<file path="src/core/ts_codec_defines.svh">
// Purpose: Named constants for the frame timestamp codec
// Assumes: Included by the package and the design modules
// Notes:   Bit 23 of a timestamp is the most significant level bit
`ifndef TS_CODEC_DEFINES_SVH
`define TS_CODEC_DEFINES_SVH

`define TS_W          24
`define TS_MSB        5'd23
`define TS_MAX        24'hf9ffff
`define TS_NULL       24'hffffff
`define TS_RSV_LO     24'hfa0000
`define TS_ZERO       24'h000000
`define TS_RFA_BYTE   8'hff

// Timebase: 16.384 MHz ticks from a 40 MHz clock by phase accumulation
`define CLK_KHZ       17'd40000
`define TB_KHZ        17'd16384
`define ACC_W         16
`define ACC_ZERO      16'h0000

// Level field positions, coarsest first
`define L1_HI 23
`define L1_LO 17
`define L2_HI 16
`define L2_LO 14
`define L3_HI 13
`define L3_LO 6
`define L4_HI 5
`define L4_LO 3
`define L5_HI 2
`define L5_LO 0

// Keep-masks per resolution level
`define MASK_L1       24'hfe0000
`define MASK_L2       24'hffc000
`define MASK_L3       24'hffffc0
`define MASK_L4       24'hfffff8
`define MASK_L5       24'hffffff

// Byte slots inside the four-byte frame field
`define POS_RFA       2'h0
`define POS_B0        2'h1
`define POS_B1        2'h2
`define POS_B2        2'h3

// Management byte coordinates of the last carried bit
`define MGMT_LAST_S   2'h2
`define MGMT_LAST_BL  3'h7

`endif

</file>
<file path="src/core/ts_codec_pkg.sv">
// Purpose: Types shared by the timestamp codec
// Assumes: Constants come from the defines header
// Notes:   Whole codec state is one packed struct
`include "ts_codec_defines.svh"

package ts_codec_pkg;

  typedef logic [`TS_W-1:0] ts_t;

  typedef enum logic [2:0] {
    LVL_1 = 3'h1,
    LVL_2 = 3'h2,
    LVL_3 = 3'h3,
    LVL_4 = 3'h4,
    LVL_5 = 3'h5
  } level_t;

  typedef struct packed {
    logic [`ACC_W-1:0] acc;
    logic              tb_tick;
    ts_t               count;
    logic              locked;
    ts_t               tx_ts;
    logic [7:0]        tx_byte;
    logic              tx_mgmt_bit;
    ts_t               byte_sh;
    ts_t               mgmt_sh;
    ts_t               rx_ts;
    logic              rx_upd;
    logic              armed;
    logic              deliver;
  } codec_state_t;

endpackage

</file>
<file path="src/core/ts_classify.sv">
// Purpose: Decode a timestamp into class flags and level fields
// Assumes: Pure combinational decode
// Notes:   Used on both the generated and the received value
`timescale 1ns/1ps
`include "ts_codec_defines.svh"

module ts_classify (
  input  wire ts_codec_pkg::ts_t ts,
  output logic                   is_null,
  output logic                   is_reserved,
  output logic                   is_valid,
  output logic [6:0]             lvl1,
  output logic [2:0]             lvl2,
  output logic [7:0]             lvl3,
  output logic [2:0]             lvl4,
  output logic [2:0]             lvl5
);
  import ts_codec_pkg::*;

  assign is_null     = (ts == `TS_NULL);
  assign is_reserved = (ts >= `TS_RSV_LO) && !is_null;
  assign is_valid    = (ts <= `TS_MAX);
  // Level split, coarsest first
  assign lvl1 = ts[`L1_HI:`L1_LO];
  assign lvl2 = ts[`L2_HI:`L2_LO];
  assign lvl3 = ts[`L3_HI:`L3_LO];
  assign lvl4 = ts[`L4_HI:`L4_LO];
  assign lvl5 = ts[`L5_HI:`L5_LO];

endmodule

</file>
<file path="src/core/frame_timestamp_codec.sv">
// Purpose: Generate, insert, extract and check 24-bit frame timestamps
// Assumes: 40 MHz clk; all inputs but the async rst synchronous to clk
// Notes:   Timebase is a 16.384 MHz enable from a phase accumulator
`timescale 1ns/1ps
`include "ts_codec_defines.svh"

module frame_timestamp_codec (
  input  wire logic               clk,
  input  wire logic               rst,
  input  wire logic               ref_pulse,
  input  wire logic               frame_start,
  input  wire logic [2:0]         tx_level,
  input  wire logic [1:0]         tx_byte_pos,
  input  wire logic [1:0]         tx_mgmt_s,
  input  wire logic [2:0]         tx_mgmt_bl,
  input  wire logic               rx_byte_valid,
  input  wire logic [1:0]         rx_byte_pos,
  input  wire logic [7:0]         rx_byte,
  input  wire logic               rx_mgmt_valid,
  input  wire logic [1:0]         rx_mgmt_s,
  input  wire logic [2:0]         rx_mgmt_bl,
  input  wire logic               rx_mgmt_bit,
  output logic                    tb_tick,
  output logic                    ref_locked,
  output ts_codec_pkg::ts_t       tx_ts,
  output logic [7:0]              tx_ts_byte,
  output logic                    tx_mgmt_bit,
  output ts_codec_pkg::ts_t       rx_ts,
  output logic                    rx_ts_update,
  output logic                    rx_ts_valid,
  output logic                    rx_ts_null,
  output logic                    rx_ts_reserved,
  output logic [6:0]              rx_lvl1,
  output logic [2:0]              rx_lvl2,
  output logic [7:0]              rx_lvl3,
  output logic [2:0]              rx_lvl4,
  output logic [2:0]              rx_lvl5,
  output logic                    deliver_pulse
);
  import ts_codec_pkg::*;

  codec_state_t st_ff;
  codec_state_t nxt_st;

  ts_t          keep_mask;
  ts_t          tx_cand;
  logic         tx_cand_null;
  logic         tx_cand_rsv;
  logic         tx_cand_ok;
  logic         rx_is_null;
  logic         rx_is_rsv;
  logic         rx_is_ok;
  logic [16:0]  acc_sum;
  logic [4:0]   tx_idx;
  logic [4:0]   rx_idx;
  logic [4:0]   tx_bitpos;
  logic [4:0]   rx_bitpos;

  // Level keep-mask; out-of-range levels give full resolution
  always_comb begin
    unique case (tx_level)
      LVL_1:   keep_mask = `MASK_L1;
      LVL_2:   keep_mask = `MASK_L2;
      LVL_3:   keep_mask = `MASK_L3;
      LVL_4:   keep_mask = `MASK_L4;
      default: keep_mask = `MASK_L5;
    endcase
  end

  assign tx_cand   = st_ff.count & keep_mask;
  assign acc_sum   = {1'b0, st_ff.acc} + `TB_KHZ;
  assign tx_idx    = {tx_mgmt_s, tx_mgmt_bl};
  assign rx_idx    = {rx_mgmt_s, rx_mgmt_bl};
  assign tx_bitpos = `TS_MSB - tx_idx;
  assign rx_bitpos = `TS_MSB - rx_idx;

  ts_classify u_tx_chk (
    .ts          (tx_cand),
    .is_null     (tx_cand_null),
    .is_reserved (tx_cand_rsv),
    .is_valid    (tx_cand_ok),
    .lvl1        (),
    .lvl2        (),
    .lvl3        (),
    .lvl4        (),
    .lvl5        ()
  );

  ts_classify u_rx_chk (
    .ts          (st_ff.rx_ts),
    .is_null     (rx_is_null),
    .is_reserved (rx_is_rsv),
    .is_valid    (rx_is_ok),
    .lvl1        (rx_lvl1),
    .lvl2        (rx_lvl2),
    .lvl3        (rx_lvl3),
    .lvl4        (rx_lvl4),
    .lvl5        (rx_lvl5)
  );

  always_comb begin
    nxt_st         = st_ff;
    nxt_st.tb_tick = 1'b0;
    nxt_st.rx_upd  = 1'b0;
    nxt_st.deliver = 1'b0;

    // Timebase enable at 16.384 MHz average rate
    if (acc_sum >= `CLK_KHZ) begin
      nxt_st.acc     = 16'(acc_sum - `CLK_KHZ);
      nxt_st.tb_tick = 1'b1;
    end else begin
      nxt_st.acc     = acc_sum[`ACC_W-1:0];
    end

    // Offset counter; a missed reference drops lock rather than wrap
    if (st_ff.tb_tick) begin
      if (st_ff.count == `TS_MAX) begin
        nxt_st.locked = 1'b0;
      end else begin
        nxt_st.count = st_ff.count + 24'h000001;
      end
    end
    if (ref_pulse) begin
      nxt_st.count   = `TS_ZERO;
      nxt_st.acc     = `ACC_ZERO;
      nxt_st.tb_tick = 1'b0;
      nxt_st.locked  = 1'b1;
    end

    // Latch at frame's first bit
    if (frame_start) begin
      if (!st_ff.locked || tx_cand_rsv || tx_cand_null || !tx_cand_ok) begin
        nxt_st.tx_ts = `TS_NULL;
      end else begin
        nxt_st.tx_ts = tx_cand;
      end
    end

    // Frame byte insertion
    unique case (tx_byte_pos)
      `POS_RFA: nxt_st.tx_byte = `TS_RFA_BYTE;
      `POS_B0:  nxt_st.tx_byte = st_ff.tx_ts[23:16];
      `POS_B1:  nxt_st.tx_byte = st_ff.tx_ts[15:8];
      `POS_B2:  nxt_st.tx_byte = st_ff.tx_ts[7:0];
    endcase

    // Management bit insertion; s beyond last carries nothing
    if (tx_mgmt_s <= `MGMT_LAST_S) begin
      nxt_st.tx_mgmt_bit = st_ff.tx_ts[tx_bitpos];
    end else begin
      nxt_st.tx_mgmt_bit = 1'b0;
    end

    // Frame byte extraction; reserved first byte is skipped
    if (rx_byte_valid) begin
      unique case (rx_byte_pos)
        `POS_RFA: nxt_st.byte_sh = st_ff.byte_sh;
        `POS_B0:  nxt_st.byte_sh[23:16] = rx_byte;
        `POS_B1:  nxt_st.byte_sh[15:8] = rx_byte;
        `POS_B2: begin
          nxt_st.rx_ts  = {st_ff.byte_sh[23:8], rx_byte};
          nxt_st.rx_upd = 1'b1;
          nxt_st.armed  = 1'b1;
        end
      endcase
    end

    // Management bit extraction
    if (rx_mgmt_valid && (rx_mgmt_s <= `MGMT_LAST_S)) begin
      nxt_st.mgmt_sh[rx_bitpos] = rx_mgmt_bit;
      if ((rx_mgmt_s == `MGMT_LAST_S) && (rx_mgmt_bl == `MGMT_LAST_BL)) begin
        nxt_st.rx_ts     = st_ff.mgmt_sh;
        nxt_st.rx_ts[0]  = rx_mgmt_bit;
        nxt_st.rx_upd    = 1'b1;
        nxt_st.armed     = 1'b1;
      end
    end

    // Delivery when local offset reaches received time
    if (st_ff.armed && !st_ff.rx_upd && st_ff.locked && rx_is_ok && st_ff.tb_tick &&
        (st_ff.count == st_ff.rx_ts)) begin
      nxt_st.deliver = 1'b1;
      nxt_st.armed   = nxt_st.rx_upd;
    end
  end

  always_ff @(posedge clk or posedge rst) begin
    if (rst) begin
      st_ff <= '0;
    end else begin
      st_ff <= nxt_st;
    end
  end

  assign tb_tick        = st_ff.tb_tick;
  assign ref_locked     = st_ff.locked;
  assign tx_ts          = st_ff.tx_ts;
  assign tx_ts_byte     = st_ff.tx_byte;
  assign tx_mgmt_bit    = st_ff.tx_mgmt_bit;
  assign rx_ts          = st_ff.rx_ts;
  assign rx_ts_update   = st_ff.rx_upd;
  assign rx_ts_valid    = rx_is_ok;
  assign rx_ts_null     = rx_is_null;
  assign rx_ts_reserved = rx_is_rsv;
  assign deliver_pulse  = st_ff.deliver;

endmodule

</file>
<file path="config.mk">
export PLATFORM = sky130hd
export DESIGN_NAME = frame_timestamp_codec
export DESIGN_NICKNAME = d
export VERILOG_FILES = /design/src/core/ts_codec_pkg.sv /design/src/core/ts_classify.sv /design/src/core/frame_timestamp_codec.sv
export VERILOG_INCLUDE_DIRS = /design/src /design/src/core
export SDC_FILE = /design/constraint.sdc
export NUM_CORES = 1
export LEC_CHECK = 0
export BUFFER_PORTS_ARGS = -buffer_cell sky130_fd_sc_hd__buf_2
export CAP_MARGIN = 15
export CORE_ASPECT_RATIO = 1.5
export CORE_UTILIZATION = 53
export CTS_BUF_LIST = sky130_fd_sc_hd__clkbuf_8
export DETAILED_ROUTE_END_ITERATION = 12
export PLACE_DENSITY = 0.78
export SETUP_SLACK_MARGIN = 0.3
export SLEW_MARGIN = 5
export SYNTH_ARGS = -nofsm -noshare
export SYNTH_HDL_FRONTEND = slang
export SYNTH_HIERARCHICAL = 1
export SYNTH_SLANG_ARGS = --single-unit
</file>
<file path="constraint.sdc">
create_clock -name clk -period 3.85 [get_ports clk]
set_clock_uncertainty 0.1 [all_clocks]
set_input_delay 0.1925 -clock clk [delete_from_list [all_inputs] [get_ports clk]]
set_output_delay 0.1925 -clock clk [all_outputs]
set_load 0.02 [all_outputs]
</file>
==> results of run 1 <==
-- per-layer routing --
metal	up-vias	part of all wire	track usage
li1	2526	-	-
met2	188	0.54	0.444
met4	0	0.049	0.159
met5	-	0	0
met1	2637	0.37	0.256
met3	58	0.037	0.0359
-- stage by stage --
step	instances	worst slack (ns)	cell area (µm²)
detailed placement	889	1.19	7550
global placement	889	1.33	7550
CTS	931	1.36	8010
finish	931	1.37	8010
floorplan	724	1.81	7490
global route	931	1.14	8010
-- sequential cells by signal (all words and copies together), names as in the netlist --
register,cells
st_ff,74
ref_locked,1
tx_ts_byte,8
tb_tick,1
tx_mgmt_bit,1
deliver_pulse,1
tx_ts,24
rx_ts_update,1
rx_ts,24
-- worst max-delay path, cell delays in order (launching register included) --
cell and delay, ns:
dfrtp_1 0.49, and2_1 0.21, nand4_1 0.10, nor3_2 0.21, a211oi_1 0.10, nor4bb_1 0.28
nand2_1 0.50, o22a_1 0.36
-- power by group through the flow --
stage	logic, mW	registers [mW]	clock network, mW
2_1_floorplan	0.960	1.82	0
3_3_place_gp	0.994	1.90	0
3_5_place_dp	1.02	1.91	0
4_1_cts	1.03	1.89	1.06
5_1_grt	1.12	1.91	1.12
6_report	1.03	1.89	1.05
-- path summary, 6_finish.rpt --
check	start	to	slack, ns
setup / recovery	st_ff[109]	tx_ts[13]	1.37
hold / removal	rx_mgmt_bit	rx_ts[0]	0.09
setup reg to reg	st_ff[109]	tx_ts[13]	1.37
hold reg to reg	st_ff[42]	rx_ts[15]	0.38
max in group asynchronous	rst	st_ff[112]	2.31
min in group asynchronous	rst	st_ff[70]	0.39
-- final cells by class --
| class | count | share of cell area |
|---|---|---|
| tap | 162 | 0.0253 |
| timing repair buffer | 133 | 0.0924 |
| inverter | 7 | 0.00375 |
| sequential | 135 | 0.422 |
| clock buffer | 19 | 0.0326 |
| multi-input combinational | 463 | 0.413 |
| clock inverter | 12 | 0.0109 |
-- what timing repair did --
item,CTS,global route
resized for setup,0,0
hold buffers,11,0
endpoints found under the hold margin,72,0
==> qor.csv, run 1 <==
stage,metric,value,unit
global_routing,grt.total_usage,0.243,
setup_path,end_kind,register,
detailed_routing,routed_wl,17.2,mm
timing,drv_slew,0,
power_and_ir_drop,vdd_drop_max,0.345,mV
cts,h-tree-depth,4,
cts,cts-root-buf,clkbuf_8,
setup_path,cp-start-kind,register,
detailed_routing,drtIter0Drc,267,
worst_hold_path,holdPathStages,3,
logic_synthesis,synthesis.nets,762,
detailed_routing,vias,5409,
floorplan,num_rows,52,
place,place_congestion,0.902,
global_routing,grt_max_degree,92,
timing,hold_slack,0.0855,ns
finish,final_common_cell,dfrtp_1,
floorplan,ios,120,
timing,finalHoldViolations,0,
logic_synthesis,syn_inst,724,
timing,setup_violations,0,
cts,clk_latency,0.44,ns
setup_path,path_max_fanout,24,
floorplan,die_h,148,µm
timing,fin_tns_setup,0,ns
power_and_ir_drop,p_int,2.57,mW
logic_synthesis,synth_warnings,6,
global_routing,grt_pass1_vias,5415,
setup_path,cp.required,4.07,ns
place,numPortBuffers,119,
timing,period_minus_slack,2.48,ns
detailed_routing,route.detailed.drc,0,
global_routing,antenna_found_initial,0,
power_and_ir_drop,power_switching,1.39,mW
timing,max_slew_margin,0.362,
finish,fin_nets,795,
timing,tightest_slew,0.954,ns
finish,drive_gt1_frac,0.268,
timing,rsz0062_at_grt,no,
timing,fmax,404,MHz
timing,period_share,0.643,
status,status,completed,
power_and_ir_drop,power,3.96,mW
detailed_routing,first_pass_iters,5,
cts,cts.sinks,135,
global_routing,grt_remaining_overflow,0,
floorplan,fp.dieW,99.1,µm
setup_path,crit_type,reg -> reg,
finish,utilization,0.587,
power_and_ir_drop,p_seq_frac,0.476,
detailed_routing,viasPerCell,5.81,
finish,multi_input_area,0.00331,mm²
cts,clk_pin_slew_worst_paths,0.07,ns
finish,fillers,1149,
cts,cts.path.max_buffers,2,
finish,antenna_cells,0,
cts,post_cts_buffers,0,
detailed_routing,wl_per_cell,18.5,µm
run,cap_violations,0,
power_and_ir_drop,leakage,3.82,nW
power_and_ir_drop,p_clk_frac,0.264,
cts,cts_tree,done,
floorplan,dieArea,0.0146,mm²
power_and_ir_drop,p_comb_frac,0.260,
logic_synthesis,syn_area_per_cell,10.3,µm²
finish,syn_to_final_growth,7.02,%
place,hpwl,12.9,mm
floorplan,initial_core_util,0.548,
detailed_routing,ant_nets,0,
power_and_ir_drop,swShare,0.350,
global_routing,grt_pass1_wl,27.0,mm
logic_synthesis,syn_area,0.00749,mm²
finish,seq_area,0.00338,mm²
worst_hold_path,hp-class,in -> reg,
cts,numCtsBuffers,17,
power_and_ir_drop,p_per_area,495,mW/mm²
floorplan,core-area,0.0137,mm²
finish,mostFrequentLayoutCells,"dfrtp_1, buf_2, nor2_1",
setup_path,crit_arrival,2.70,ns
setup_path,r2r.worst_path.cells,7,
Note: power is estimated with default switching activity, not from simulation.
==> run 2, diff against run 1 <==
clock period = 1.98 ns   (was 3.85 ns; I/O delays follow)
==> qor.csv, run 2 (same netlist as run 1, synthesis figures left out) <==
stage,metric,value,unit,change
status,status,"complete, but fails checks",,was completed
status,violations,setup timing,,
cts,numCtsBuffers,17,,unchanged
global_routing,grt_pass1_wl,33.0,mm,was 27.0 mm
cts,cts-root-buf,clkbuf_8,,unchanged
place,place_congestion,0.944,,was 0.902
finish,drive_gt1_frac,0.470,,was 0.268
place,hpwl,13.8,mm,was 12.9 mm
power_and_ir_drop,leakage,4.51,nW,was 3.82 nW
finish,mostFrequentLayoutCells,"buf_2, dfrtp_1, buf_4",,"was dfrtp_1, buf_2, nor2_1"
setup_path,cp.required,2.24,ns,was 4.07 ns
finish,syn_to_final_growth,28.2,%,was 7.02%
place,placed_area,0.00804,mm²,was 0.00755 mm²
power_and_ir_drop,p_per_area,934,mW/mm²,was 495 mW/mm²
finish,stdcell_area,0.00960,mm²,was 0.00801 mm²
detailed_routing,route.detailed.drc,0,,unchanged
finish,multi_input_area,0.00385,mm²,was 0.00331 mm²
timing,worst_slack,-0.0220,ns,was 1.37 ns
worst_hold_path,hp-class,in -> reg,,unchanged
global_routing,grt.total_usage,0.298,,was 0.243
detailed_routing,ant_nets,0,,unchanged
timing,period_minus_slack,2.00,ns,was 2.48 ns
cts,cts.path.max_buffers,2,,unchanged
timing,finalHoldViolations,0,,unchanged
place,numPortBuffers,119,,unchanged
timing,hold_slack,0.0320,ns,was 0.0855 ns
finish,regMostFlops,st_ff,,unchanged
cts,h-tree-depth,4,,unchanged
timing,max_slew_margin,0.469,,was 0.362
cts,clk_pin_slew_worst_paths,0.09,ns,was 0.07 ns
setup_path,cp-start-kind,register,,unchanged
cts,clk_latency,0.48,ns,was 0.44 ns
global_routing,grt_remaining_overflow,0,,unchanged
detailed_routing,drtIter0Drc,390,,was 267
finish,instances_no_fill,1045,,was 931
power_and_ir_drop,vdd_drop_max,0.721,mV,was 0.345 mV
floorplan,dieArea,0.0146,mm²,unchanged
floorplan,num_rows,52,,unchanged
cts,cts.sinks,135,,unchanged
detailed_routing,wl_per_cell,21.6,µm,was 18.5 µm
finish,final_common_cell,buf_2,,was dfrtp_1
floorplan,initial_core_util,0.548,,unchanged
detailed_routing,routed_wl,22.6,mm,was 17.2 mm
timing,fmax,499,MHz,was 404 MHz
floorplan,fp.dieW,99.1,µm,unchanged
global_routing,antenna_found_initial,0,,unchanged
place,dp_slack,-0.260,ns,was 1.19 ns
detailed_routing,vias,6299,,was 5409
timing,period_share,1.01,,was 0.643
floorplan,core-area,0.0137,mm²,unchanged
timing,drv_slew,0,,unchanged
setup_path,crit_type,reg -> reg,,unchanged
detailed_routing,viasPerCell,6.03,,was 5.81
cts,cts_tree,done,,unchanged
detailed_routing,first_pass_iters,6,,was 5
setup_path,end_kind,register,,unchanged
finish,utilization,0.703,,was 0.587
finish,seq_area,0.00341,mm²,was 0.00338 mm²
timing,setup_violations,14,,was 0
run,cap_violations,0,,unchanged
finish,largest_reg_flops,74,,unchanged
floorplan,ios,120,,unchanged
timing,tightest_slew,0.796,ns,was 0.954 ns
floorplan,die_h,148,µm,unchanged
global_routing,grt_pass1_vias,6282,,was 5415
place,placed_cells,946,,was 889
setup_path,crit_arrival,2.27,ns,was 2.70 ns
timing,rsz0062_at_grt,yes,,was no
setup_path,path_max_fanout,12,,was 24
global_routing,grt_max_degree,136,,was 92
finish,fin_nets,908,,was 795
finish,antenna_cells,0,,unchanged
finish,fillers,917,,was 1149
## run 2: cell count changes in the layout (fill, tap and decap cells not counted), sizes merged
cell         previous run  this run
bufinv                  1         0
nand4                  19        20
buf                   122       230
clkinvlp                3         4
inv                     8        11
clkinv                  7         5
dlygate4sd3            11        14
a31o                    1         2
## run 2: area by class of cell
class                   count  share of cell area
flip-flops and latches    135               0.355
clock buffers              19              0.0272
clock inverters            13              0.0117
repair buffers            244               0.180
multi-input cells         465               0.402
well taps                 162              0.0211
inverters                   7             0.00339
## run 2: path summary, 6_finish.rpt
| path | start | end | slack [ns] | depth (start not counted) |
|---|---|---|---|---|
| worst max-delay path | st_ff[129] | tx_ts[5] | -0.02 | 7 |
| worst min-delay path | tx_mgmt_bl[2] | tx_mgmt_bit | 0.03 | 3 |
| worst max register to register | st_ff[129] | tx_ts[5] | -0.02 | 7 |
| worst min register to register | st_ff[32] | rx_ts[5] | 0.39 | 2 |
| max in group asynchronous | rst | rx_ts[1] | 0.89 | 4 |
| min in group asynchronous | rst | deliver_pulse | 0.28 | 4 |
## run 2: report_power, final
group          internal [mW]  total, mW  switching [mW]
clock network          0.962       2.18            1.22
registers               3.19       3.60           0.417
logic                   1.41       3.18            1.77
total                   5.56       8.96            3.40
## run 2: per-stage QoR
step / total power, mW / TNS (ns)
2_1_floorplan: 5.45 / 0
3_3_place_gp: 5.78 / -1.77
3_5_place_dp: 5.88 / -5.88
4_1_cts: 8.54 / 0
5_1_grt: 9.29 / -1.10
6_report: 8.96 / -0.137
## run 2: repair_timing
item / 4_1_cts / 5_1_grt
pin swaps: 35 / 48
gates resized for setup: 93 / 66
hold buffers: 14 / 0
endpoints found under the hold margin: 168 / 0
endpoints found under the setup margin: 63 / 65
setup buffers: 37 / 14
gates cloned: 1 / 1
## run 2: metal layers
metal / part of all wire / track usage / vias up
met5: 0 / 0 / -
met1: 0.35 / 0.300 / 3149
met3: 0.049 / 0.0634 / 92
met2: 0.54 / 0.549 / 294
met4: 0.060 / 0.195 / 0
li1: - / - / 2764
## run 2: worst max-delay path: stages (launching register included)
cell and delay (ns):
dfrtp_1 0.44, and3_1 0.19, nand3_1 0.15, and3b_1 0.21, nor4bb_1 0.30, nand2_1 0.12
buf_4 0.21, o22a_1 0.17
